`config.mk`:
```
export PLATFORM = sky130hd
export DESIGN_NAME = window_detector
export DESIGN_NICKNAME = d
export VERILOG_FILES = /design/src/window_detector_pkg.sv /design/src/result_formatter.sv /design/src/window_detector.sv
export VERILOG_INCLUDE_DIRS = /design/src
export SDC_FILE = /design/constraint.sdc
export NUM_CORES = 1
export LEC_CHECK = 0
export ABC_AREA = 1
export BUFFER_PORTS_ARGS = -buffer_cell sky130_fd_sc_hd__buf_2
export CAP_MARGIN = 15
export CORE_MARGIN = 2
export CORE_UTILIZATION = 59
export CTS_BUF_LIST = sky130_fd_sc_hd__clkbuf_8
export CTS_CLUSTER_SIZE = 10
export DETAILED_ROUTE_END_ITERATION = 7
export GPL_ROUTABILITY_DRIVEN = 0
export PLACE_DENSITY = 0.81
export SLEW_MARGIN = 20
export SYNTH_ARGS = -nofsm -noshare
export SYNTH_HDL_FRONTEND = slang
export SYNTH_SLANG_ARGS = --single-unit
```
`constraint.sdc`:
```
create_clock -name clock_in -period 2.5 [get_ports clock_in]
set_input_delay 0.25 -clock clock_in [delete_from_list [all_inputs] [get_ports clock_in]]
set_output_delay 0.25 -clock clock_in [all_outputs]
set_load 0.01 [all_outputs]
```
`src/window_detector_defs.svh`:
```
// Constants for the converter window detector
`ifndef WINDOW_DETECTOR_DEFS_SVH
`define WINDOW_DETECTOR_DEFS_SVH

// ----------------------------------------
// Register addresses
// ----------------------------------------
`define LOWER_LIMIT_LOW_ADDR   8'hC6
`define LOWER_LIMIT_HIGH_ADDR  8'hC7
`define UPPER_LIMIT_LOW_ADDR   8'hC4
`define UPPER_LIMIT_HIGH_ADDR  8'hC5
`define CONTROL_ADDR           8'hE8
`define RESULT_LOW_ADDR        8'hBE
`define RESULT_HIGH_ADDR       8'hBF

// ----------------------------------------
// Reset values and fields
// ----------------------------------------
`define UPPER_LIMIT_RESET      8'hFF
`define LOWER_LIMIT_RESET      8'h00
`define CONTROL_RESET          8'h00
`define WINDOW_FLAG_BIT        1
`define LEFT_JUSTIFY_BIT       0

// ----------------------------------------
// Timing
// ----------------------------------------
`define CONVERSION_SAR_CLOCKS  16

`endif

```
`src/window_detector_pkg.sv`:
```
// Types shared by the window detector files
package window_detector_pkg;

  // One finished conversion
  typedef struct packed {
    logic       valid;
    logic       differential;
    logic [9:0] code;
  } conversion_t;

  // Register access strobe
  typedef struct packed {
    logic       write;
    logic       read;
    logic [7:0] addr;
    logic [7:0] data;
  } reg_access_t;

  // Formatter state
  typedef enum logic [0:0] {
    IDLE_S   = 1'b0,
    FORMAT_S = 1'b1
  } format_state_t;

endpackage

```
`src/result_formatter.sv`:
```
// Places a 10-bit conversion code into the 16-bit result word
`timescale 1ns/1ps
`include "window_detector_defs.svh"

module result_formatter
  import window_detector_pkg::*;
(
  // Conversion in
  input  wire logic        differential_in,
  input  wire logic [9:0]  code_in,
  input  wire logic        left_justify_in,
  // Formatted word out
  output logic      [15:0] word_out
);

  // ----------------------------------------
  // Justification
  // ----------------------------------------
  // Right form sign-extends for differential, zero-fills otherwise
  wire        ext_bit     = differential_in & code_in[9];
  wire [15:0] right_word  = {{6{ext_bit}}, code_in};
  // Left form: unused low bits read zero
  wire [15:0] left_word   = {code_in, 6'h00};

  assign word_out = left_justify_in ? left_word : right_word;

endmodule

```
`src/window_detector.sv`:
```
// Window comparator on converter results with limit and control registers
`timescale 1ns/1ps
`include "window_detector_defs.svh"

module window_detector
  import window_detector_pkg::*;
(
  // Clock and reset
  input  wire logic        clock_in,
  input  wire logic        srst_in,
  // Special function register port
  input  wire logic        reg_write_in,
  input  wire logic        reg_read_in,
  input  wire logic [7:0]  reg_addr_in,
  input  wire logic [7:0]  reg_wdata_in,
  output logic      [7:0]  reg_rdata_out,
  // Conversion result path
  input  wire logic        conv_start_in,
  input  wire logic        sar_tick_in,
  input  wire logic        conv_done_in,
  input  wire logic        differential_in,
  input  wire logic [9:0]  code_in,
  // Status
  output logic             window_match_flag_out,
  output logic             window_event_out,
  output logic      [15:0] result_word_out
);

  // ----------------------------------------
  // Registers
  // ----------------------------------------
  logic [7:0]  upper_limit_high_byte;
  logic [7:0]  upper_limit_low_byte;
  logic [7:0]  lower_limit_high_byte;
  logic [7:0]  lower_limit_low_byte;
  logic [7:0]  converter_control_register;
  logic [15:0] result_word;
  logic        window_event;
  logic [4:0]  sar_count;
  logic        converting;
  logic        diff_latched;

  reg_access_t acc;
  assign acc = '{write: reg_write_in, read: reg_read_in,
                 addr: reg_addr_in, data: reg_wdata_in};

  // ----------------------------------------
  // Address decode
  // ----------------------------------------
  wire wr_gth  = acc.write && acc.addr == `UPPER_LIMIT_HIGH_ADDR;
  wire wr_gtl  = acc.write && acc.addr == `UPPER_LIMIT_LOW_ADDR;
  wire wr_lth  = acc.write && acc.addr == `LOWER_LIMIT_HIGH_ADDR;
  wire wr_ltl  = acc.write && acc.addr == `LOWER_LIMIT_LOW_ADDR;
  wire wr_ctrl = acc.write && acc.addr == `CONTROL_ADDR;

  wire left_justify_select = converter_control_register[`LEFT_JUSTIFY_BIT];
  wire window_match_flag   = converter_control_register[`WINDOW_FLAG_BIT];

  // ----------------------------------------
  // Format and compare
  // ----------------------------------------
  logic [15:0] formatted;
  result_formatter u_fmt (
    .differential_in (differential_in),
    .code_in         (code_in),
    .left_justify_in (left_justify_select),
    .word_out        (formatted)
  );

  wire [15:0] upper_word = {upper_limit_high_byte, upper_limit_low_byte};
  wire [15:0] lower_word = {lower_limit_high_byte, lower_limit_low_byte};

  // Signed only for differential; single-ended stays unsigned
  function automatic logic less_than(input logic [15:0] a, input logic [15:0] b,
                                     input logic sgn);
    less_than = sgn ? ($signed(a) < $signed(b)) : (a < b);
  endfunction

  wire sgn        = differential_in;
  wire above_up   = less_than(upper_word, formatted, sgn);
  wire below_low  = less_than(formatted, lower_word, sgn);
  wire inverted   = less_than(upper_word, lower_word, sgn);
  // Inverted limits flag the inside, otherwise the outside
  // Equal limits fall to outside mode, so every other result matches
  wire match      = inverted ? (above_up && below_low)
                             : (above_up || below_low);

  // A result only counts once sixteen SAR clocks have elapsed
  wire result_ok  = conv_done_in && sar_count >= 5'(`CONVERSION_SAR_CLOCKS);
  wire next_event = result_ok && match;

  // ----------------------------------------
  // Conversion length guard
  // ----------------------------------------
  always_ff @(posedge clock_in) begin
    if (srst_in) begin
      converting <= 1'b0;
      sar_count  <= 5'h00;
    end else if (conv_start_in) begin
      converting <= 1'b1;
      sar_count  <= 5'h00;
    end else if (conv_done_in) begin
      converting <= 1'b0;
    end else if (converting && sar_tick_in && sar_count != 5'h1F) begin
      sar_count  <= sar_count + 5'h01;
    end
  end

  // ----------------------------------------
  // Limit registers
  // ----------------------------------------
  always_ff @(posedge clock_in) begin
    if (srst_in) begin
      upper_limit_high_byte <= `UPPER_LIMIT_RESET;
      upper_limit_low_byte  <= `UPPER_LIMIT_RESET;
      lower_limit_high_byte <= `LOWER_LIMIT_RESET;
      lower_limit_low_byte  <= `LOWER_LIMIT_RESET;
    end else begin
      if (wr_gth) upper_limit_high_byte <= acc.data;
      if (wr_gtl) upper_limit_low_byte  <= acc.data;
      if (wr_lth) lower_limit_high_byte <= acc.data;
      if (wr_ltl) lower_limit_low_byte  <= acc.data;
    end
  end

  // ----------------------------------------
  // Control register with sticky match flag
  // ----------------------------------------
  // A match in the clearing cycle wins, so no event is lost
  always_ff @(posedge clock_in) begin
    if (srst_in) begin
      converter_control_register <= `CONTROL_RESET;
    end else begin
      if (wr_ctrl) converter_control_register <= acc.data;
      if (next_event)
        converter_control_register[`WINDOW_FLAG_BIT] <= 1'b1;
    end
  end

  // ----------------------------------------
  // Result capture
  // ----------------------------------------
  always_ff @(posedge clock_in) begin
    if (srst_in) begin
      result_word  <= 16'h0000;
      window_event <= 1'b0;
      diff_latched <= 1'b0;
    end else begin
      window_event <= next_event;
      if (result_ok) begin
        result_word  <= formatted;
        diff_latched <= differential_in;
      end
    end
  end

  // ----------------------------------------
  // Read mux
  // ----------------------------------------
  always_comb begin
    unique case (acc.addr)
      `UPPER_LIMIT_HIGH_ADDR: reg_rdata_out = upper_limit_high_byte;
      `UPPER_LIMIT_LOW_ADDR:  reg_rdata_out = upper_limit_low_byte;
      `LOWER_LIMIT_HIGH_ADDR: reg_rdata_out = lower_limit_high_byte;
      `LOWER_LIMIT_LOW_ADDR:  reg_rdata_out = lower_limit_low_byte;
      `CONTROL_ADDR:          reg_rdata_out = converter_control_register;
      `RESULT_HIGH_ADDR:      reg_rdata_out = result_word[15:8];
      `RESULT_LOW_ADDR:       reg_rdata_out = result_word[7:0];
      default:                reg_rdata_out = 8'h00;
    endcase
  end

  assign window_match_flag_out = window_match_flag;
  assign window_event_out      = window_event;
  assign result_word_out       = result_word;
endmodule

```
==> results of run 1 <==
layer usage:
metal  up-vias  wire length (um)  global-route usage (%)
met1      1841              4980                    44.1
li1       1984                 -                       -
met4         0               317                    10.8
met2       191              5200                    51.7
met5         -                 0                       0
met3        26              1060                    7.24
critical path: stages, from the launching register on:
cell      delay [ps]
dfxtp_2          340
inv_2             80
or2_2            290
o21ai_2          110
inv_1             80
ha_1             280
nand2_1           60
o21a_1           190
nand2_1          120
nand2_1          100
nand3b_1         130
nand2_1           90
nor2_1           120
nand2_1           80
nand3_1           90
nand2_1           70
cell usage after synthesis (3+ instances only):
cell / number / area share (%)
a21oi_1: 68 / 8.5
nand3_1: 15 / 1.9
nand4_1: 5 / 0.78
nand2_1: 90 / 8.5
o211ai_2: 7 / 2.2
o2111ai_1: 3 / 0.66
nor2_4: 3 / 0.85
nor2_1: 31 / 2.9
a221oi_1: 12 / 2.6
ha_1: 47 / 15
nand2_2: 4 / 0.63
clkbuf_1: 12 / 1.1
inv_1: 84 / 7.9
o21ai_1: 3 / 0.38
inv_2: 4 / 0.38
o211ai_1: 9 / 1.7
o21ai_0: 62 / 7.8
nor3_1: 5 / 0.63
dfxtp_1: 63 / 32
through the flow:
stage / power [uW] / hold WS (ps) / area, sq um / utilization (%) / setup slack [ps]
after floorplan: 1180 / 322 / 3990 / - / 361
after global placement: 1250 / 463 / 4360 / 67.6 / 151
after detailed placement: 1260 / 480 / 4360 / 67.6 / 65.4
after CTS: 2140 / 121 / 4560 / 70.7 / 12.6
after global routing: 2240 / 133 / 4590 / 71.1 / 27.8
final: 2160 / 118 / 4590 / 71.1 / 154
registers in the layout, summed over array words and instances, names as in the netlist:
name                        flops
lower_limit_high_byte           8
sar_count                       5
converting                      1
upper_limit_low_byte            8
window_event_out                1
lower_limit_low_byte            8
result_word_out                16
converter_control_register      8
upper_limit_high_byte           8
cell type report:
type / instances / area, sq um
Multi-Input combinational cell: 380 / 2350
Fill cell: 557 / 1870
Sequential cell: 63 / 1260
Timing Repair Buffer: 66 / 350
Inverter: 89 / 334
Clock buffer: 10 / 138
Tap cell: 77 / 96.3
Clock inverter: 6 / 61.3
power by group through the flow:
stage | Combinational (uW) | Clock [uW] | Sequential [uW]
global placement | 214 | 0 | 1040
finish | 238 | 910 | 1010
detailed placement | 224 | 0 | 1040
floorplan | 138 | 0 | 1040
global route | 268 | 954 | 1010
CTS | 229 | 898 | 1010
cell families (layout without fill, tap and decap cells):
group	count (synthesis)	after routing	share of synthesized area (%)
flops	63	63	31.6
buf+inv	105	171	10.2
compound gates	170	170	24.9
fa+ha+maj	47	47	14.7
simple gates	163	163	18.5
how the worst min path moves through the flow:
stage / to / cells past startpoint
after global routing: converting / 3
after CTS: converting / 3
final: converting / 3
after global placement: sar_count[3] / 2
after detailed placement: converting / 3
after floorplan: converting / 1
what timing repair did:
item                       in CTS  in global routing
gates resized for setup         1                 16
setup endpoints to repair       1                  2
hold buffers                    0                  0
setup buffers                   0                  0
pin swaps                       0                  0
==> run summary, run 1 <==
Worst Path Arrival = 2590 ps
outcome = complete, no violations
leakage dissipation = 0.00226 uW
I/O pin count = 60
Routed Antenna Nets = 0
drt wl/cell = 16.7 um
Slew Limit Headroom = 50.4%
die height = 86.3 um
maximum vdd ir drop = 389 uV
Clk Latency, worst-skew pair = 350 ps
Mapped Area = 3990 sq um
r2r endpoint = converter_control_register[1]
maxcap violations = 0
power per cell area = 471 nW/um^2
Setup-failing EPs final = 0
Seq/Total Area, Yosys = 31.6%
endpoints failing hold = 0
Hold Path Class = primary input to flip-flop
First-pass DRT Iterations = 5
Finished Layout Cells = 691
initial antenna violation count = 0
drc violations = 0
CP endpoint = converter_control_register[1]
Remaining Overflow, GRT = 0
Via density = 5.85
Min-Delay Startpoint = conv_start_in
Peak Freq = 426 MHz
final period utilization = 93.8%
final wirelength = 11,600 um
Least-Margin Pin Slew = 743 ps
CP required = 2740 ps
full die area = 7440 sq um
CP Capture Type = flip-flop
row count = 29
crit path max fanout = 7
maximum clock path buffer count = 2
Post-Syn Nets = 629
RSZ-0062 raised after global routing = false
most common cell after layout, fill and taps aside = nand2_1
Num CTS Buffers = 9
Synth Flop Type = dfxtp_1
placed insts = 675
CTS sink cnt = 63
Reg2Reg Setup Slack = 150 ps
Tot GR Track Use = 32.5%
CTS tree = built
layout cells sized above 1 = 18.7%
core area = 6460 sq um
Setup crit start kind = flip-flop
crit path time final = 2350 ps
Sw Ratio = 27.0%
# port buffers = 58
async set-reset flop share out of synthesis = 0%
H-tree levels = 3
sequential power share = 46.9%
clock skew = 9.04 ps
Yosys reg bits = 63
critical path launch point = converter_control_register[0]
P_sw = 584 uW
setup tns final = 0 ps
Nets = 690
DR iter-0 viols = 449
area delta synth->final = 15.0%
clock network power share = 42.1%
CTS Root Cell = clkbuf_8
Die X-Extent = 86.3 um
# diodes = 0
dpl hpwl = 8940 um
largest net degree at the start of global routing = 56
P_int = 1580 uW
Slew Limit Fails = 0
Synth Warn # = 0
number of global-route vias before repair = 3,807
Cell variety after synth = 35
Vias = 4,042
syn_area_per_cell = 7.28 sq um
Syn Inst Count = 548
Reg clk slew, reported paths = 70 ps
Starting Density = 61.8%
commonest cells after routing, fill and taps aside = nand2_1 (90), inv_1 (84), a21oi_1 (67)
Reg2Reg Launch Point = converter_control_register[0]
first-pass GRT wire length = 18,700 um
worst r2r path cells = 15
EDFF count, synth = 0
Combinational Power Share = 11.0%
CP Class = flip-flop to flip-flop
Power figures use the tool's default switching activity.
==> inputs of run 2 (changes only) <==
--- a/config.mk
+++ b/config.mk
@@ -10,13 +10,14 @@
 export BUFFER_PORTS_ARGS = -buffer_cell sky130_fd_sc_hd__buf_2
 export CAP_MARGIN = 15
 export CORE_MARGIN = 2
-export CORE_UTILIZATION = 59
+export CORE_UTILIZATION = 60
 export CTS_BUF_LIST = sky130_fd_sc_hd__clkbuf_8
 export CTS_CLUSTER_SIZE = 10
 export DETAILED_ROUTE_END_ITERATION = 7
 export GPL_ROUTABILITY_DRIVEN = 0
-export PLACE_DENSITY = 0.81
+export PLACE_DENSITY = 0.82
 export SLEW_MARGIN = 20
 export SYNTH_ARGS = -nofsm -noshare
 export SYNTH_HDL_FRONTEND = slang
+export SYNTH_HIERARCHICAL = 1
 export SYNTH_SLANG_ARGS = --single-unit
==> run 2 against run 1 <==
Compared with the run above: worst hold slack got worse by 8.7 ps; synthesized cell count rose by 2.6%; first-iteration DRC count fell by 23%; synthesized area rose by 2.6%; design area rose by 2.0%; sequential share of layout area fell by 0.58 points; routed wire length fell by 1.0%; register-to-register slack improved by 80 ps; clock power rose by 24%; critical path type unchanged; critical endpoint unchanged.
==> run summary, run 2 <==
Top delay family on crit path = simple AND/OR/NAND/NOR gates (unchanged)
EDFF count, synth = 0 (unchanged)
Synth Flop Type = dfxtp_1 (unchanged)
Least-Margin Pin Slew = 754 ps (was 743 ps)
most frequent cell after synthesis = nand2_1 (unchanged)
P_sw = 595 uW (was 584 uW)
clock skew = 9.59 ps (was 9.04 ps)
Sw Ratio = 25.0% (was 27.0%)
Final Util = 70.1% (was 71.1%)
syn_area_per_cell = 7.29 sq um (was 7.28 sq um)
setup repair bufs after CTS = 0 (unchanged)
CTS tree = built (unchanged)
# port buffers = 58 (unchanged)
H-tree levels = 3 (unchanged)
final period utilization = 90.6% (was 93.8%)
sequential power share = 42.5% (was 46.9%)
I/O pin count = 60 (unchanged)
maximum clock path buffer count = 2 (unchanged)
post-synth top area share = 30.8% (was 31.6%)
CP peak stage delay = 330 ps (was 340 ps)
core area = 6680 sq um (was 6460 sq um)
power per cell area = 509 nW/um^2 (was 471 nW/um^2)
CP Class = flip-flop to flip-flop (unchanged)
most used cell, CP = nand2_1 (unchanged)
Peak Freq = 441 MHz (was 426 MHz)
Mapped Area = 4100 sq um (was 3990 sq um)
async set-reset flop share out of synthesis = 0% (unchanged)
CP Capture Type = flip-flop (unchanged)
number of global-route vias before repair = 3,966 (was 3,807)
maximum vdd ir drop = 448 uV (was 389 uV)
Clk Latency, worst-skew pair = 350 ps (about the same)
CTS Root Cell = clkbuf_8 (unchanged)
WP buf/inv = 3 (was 2)
layout cells sized above 1 = 17.0% (was 18.7%)
dpl hpwl = 8710 um (was 8940 um)
max FFs per register = 16 (unchanged)
crit path max fanout = 20 (was 7)
Yosys reg bits = 63 (unchanged)
crit path time final = 2270 ps (was 2350 ps)
Cell variety after synth = 35 (unchanged)
initial antenna violation count = 0 (unchanged)
area delta synth->final = 14.4% (was 15.0%)
drc violations = 0 (unchanged)
Starting Density = 61.3% (was 61.8%)
largest cells by area after synthesis = dfxtp_1 (31%), ha_1 (14%), nand2_1 (10%) (was dfxtp_1 (32%), ha_1 (15%), a21oi_1 (8.5%))
maxcap violations = 0 (unchanged)
final wirelength = 11,400 um (was 11,600 um)
drt wl/cell = 16.3 um (was 16.7 um)
Post-synth top cells = nand2_1 (113), inv_1 (87), a21oi_1 (63), dfxtp_1 (63), ha_1 (47) (was nand2_1 (90), inv_1 (84), a21oi_1 (68))
CTS Hold Bufs = 0 (unchanged)
RSZ-0062 raised after global routing = false (unchanged)
Die X-Extent = 86.6 um (was 86.3 um)
# fillers = 584 (was 557)
Synth Warn # = 6 (was 0)
DR iter-0 viols = 347 (was 449)
Slew Limit Fails = 0 (unchanged)
Seq/Total Area, Yosys = 30.8% (was 31.6%)
clock network power share = 47.6% (was 42.1%)
endpoints failing hold = 0 (unchanged)
CP Cell Sequence = buf_12 -> inv_2 -> nand2_1 -> nand2_1 -> inv_1 -> ha_1 -> nand2_1 -> nor2_1 -> nor3_1 -> nand2_1 -> nand2_1 -> nand2_1 -> nand2_1 -> nand2_1 -> nor2_1 -> nand2_1 -> nand3_2 -> nand2_1 (was inv_2 -> or2_2 -> o21ai_2 -> inv_1 -> ha_1 -> nand2_1 -> o21a_1 -> nand2_1 -> nand2_1 -> nand3b_1 -> nand2_1 -> nor2_1 -> nand2_1 -> nand3_1 -> nand2_1)
Via density = 5.88 (was 5.85)
Remaining Overflow, GRT = 0 (unchanged)
Setup crit start kind = flip-flop (unchanged)
Setup-failing EPs final = 0 (unchanged)
Num CTS Buffers = 9 (unchanged)
Vias = 4,136 (was 4,042)
full die area = 7500 sq um (was 7440 sq um)
Worst Path Arrival = 2510 ps (was 2590 ps)
Tot GR Track Use = 32.2% (was 32.5%)
most common cell after layout, fill and taps aside = nand2_1 (unchanged)
Reg clk slew, reported paths = 80 ps (was 70 ps)
Max stage delay cell, worst path = dfxtp_1 (was dfxtp_2)
Hold Path Class = primary input to flip-flop (unchanged)
Slew Limit Headroom = 49.7% (was 50.4%)
commonest cells after routing, fill and taps aside = nand2_1 (113), inv_1 (87), a21oi_1 (63), dfxtp_1 (63), buf_2 (58) (was nand2_1 (90), inv_1 (84), a21oi_1 (67))
Combinational Power Share = 9.9% (was 11.0%)
Nets = 699 (was 690)
setup tns final = 0 ps (unchanged)
P_int = 1790 uW (was 1580 uW)
row count = 30 (was 29)
Post-Syn Nets = 643 (was 629)
First-pass DRT Iterations = 5 (unchanged)
outcome = complete, no violations (unchanged)
leakage dissipation = 0.00231 uW (was 0.00226 uW)
Routed Antenna Nets = 0 (unchanged)
area leader, netlist = dfxtp_1 (unchanged)
largest net degree at the start of global routing = 57 (was 56)
# diodes = 0 (unchanged)
die height = 86.6 um (was 86.3 um)
# resized after CTS = 0 (was 1)
CTS sink cnt = 63 (unchanged)
CP required = 2740 ps (about the same)
Syn Inst Count = 562 (was 548)
first-pass GRT wire length = 18,600 um (was 18,700 um)
run 2: changes by cell type after synthesis, sizes merged, moves of 2 or more:
cell / delta
a21oi: -5
a221oi: -4
a32o: +8
buf: +2
inv: +2
nand2: +25
nand3: -5
nand4: +5
nor2: +6
nor3: +3
o2111ai: -3
o21ai: -15
run 2: kinds of logic (layout without fill, tap and decap cells):
logic type,Yosys count,after routing,synth area share [%]
compound gates,149,149,22.1
fa+ha+maj,47,47,14.4
flops,63,63,30.8
buf+inv,107,168,10.8
simple gates,196,196,22.0
run 2: layer usage:
metal	share of wire, %	vias to the layer above	GRT usage (%)
li1	-	2001	-
met2	46	190	51.7
met1	42	1910	40.6
met3	8.3	35	8.00
met5	0	-	0
met4	3.5	0	15.2
run 2: layout make-up:
class | count | area (sq um) | share of cell area (%)
multi-input cells | 392 | 2400 | 51.2
clock inverters | 6 | 115 | 2.46
clock buffers | 10 | 138 | 2.94
flip-flops and latches | 63 | 1260 | 26.9
inverters | 90 | 338 | 7.21
well taps | 80 | 100 | 2.14
repair buffers | 62 | 333 | 7.10
run 2: metrics by stage:
step	power, uW	instances	setup WS (ps)	hold slack [ps]	area (sq um)
after floorplan	1180	562	549	322	4100
after global placement	1250	687	303	463	4430
after detailed placement	1270	687	245	476	4430
after CTS	2390	703	232	99.1	4680
after global routing	2480	703	38.1	128	4680
final	2390	703	235	109	4680
run 2: path summary, 6_finish.rpt:
kind | start | endpoint | slack [ps] | depth (start not counted)
worst max-delay path | converter_control_register[0] | converter_control_register[1] | 230 | 18
worst min-delay path | srst_in | converting | 110 | 2
worst max register to register | converter_control_register[0] | converter_control_register[1] | 230 | 18
worst min register to register | sar_count[2] | sar_count[2] | 500 | 2
run 2: power groups by stage:
stage	combinational [uW]	sequential, uW	clock [uW]
floorplan	143	1040	0
global placement	217	1040	0
detailed placement	229	1040	0
CTS	232	1010	1140
global route	266	1010	1200
finish	237	1010	1130
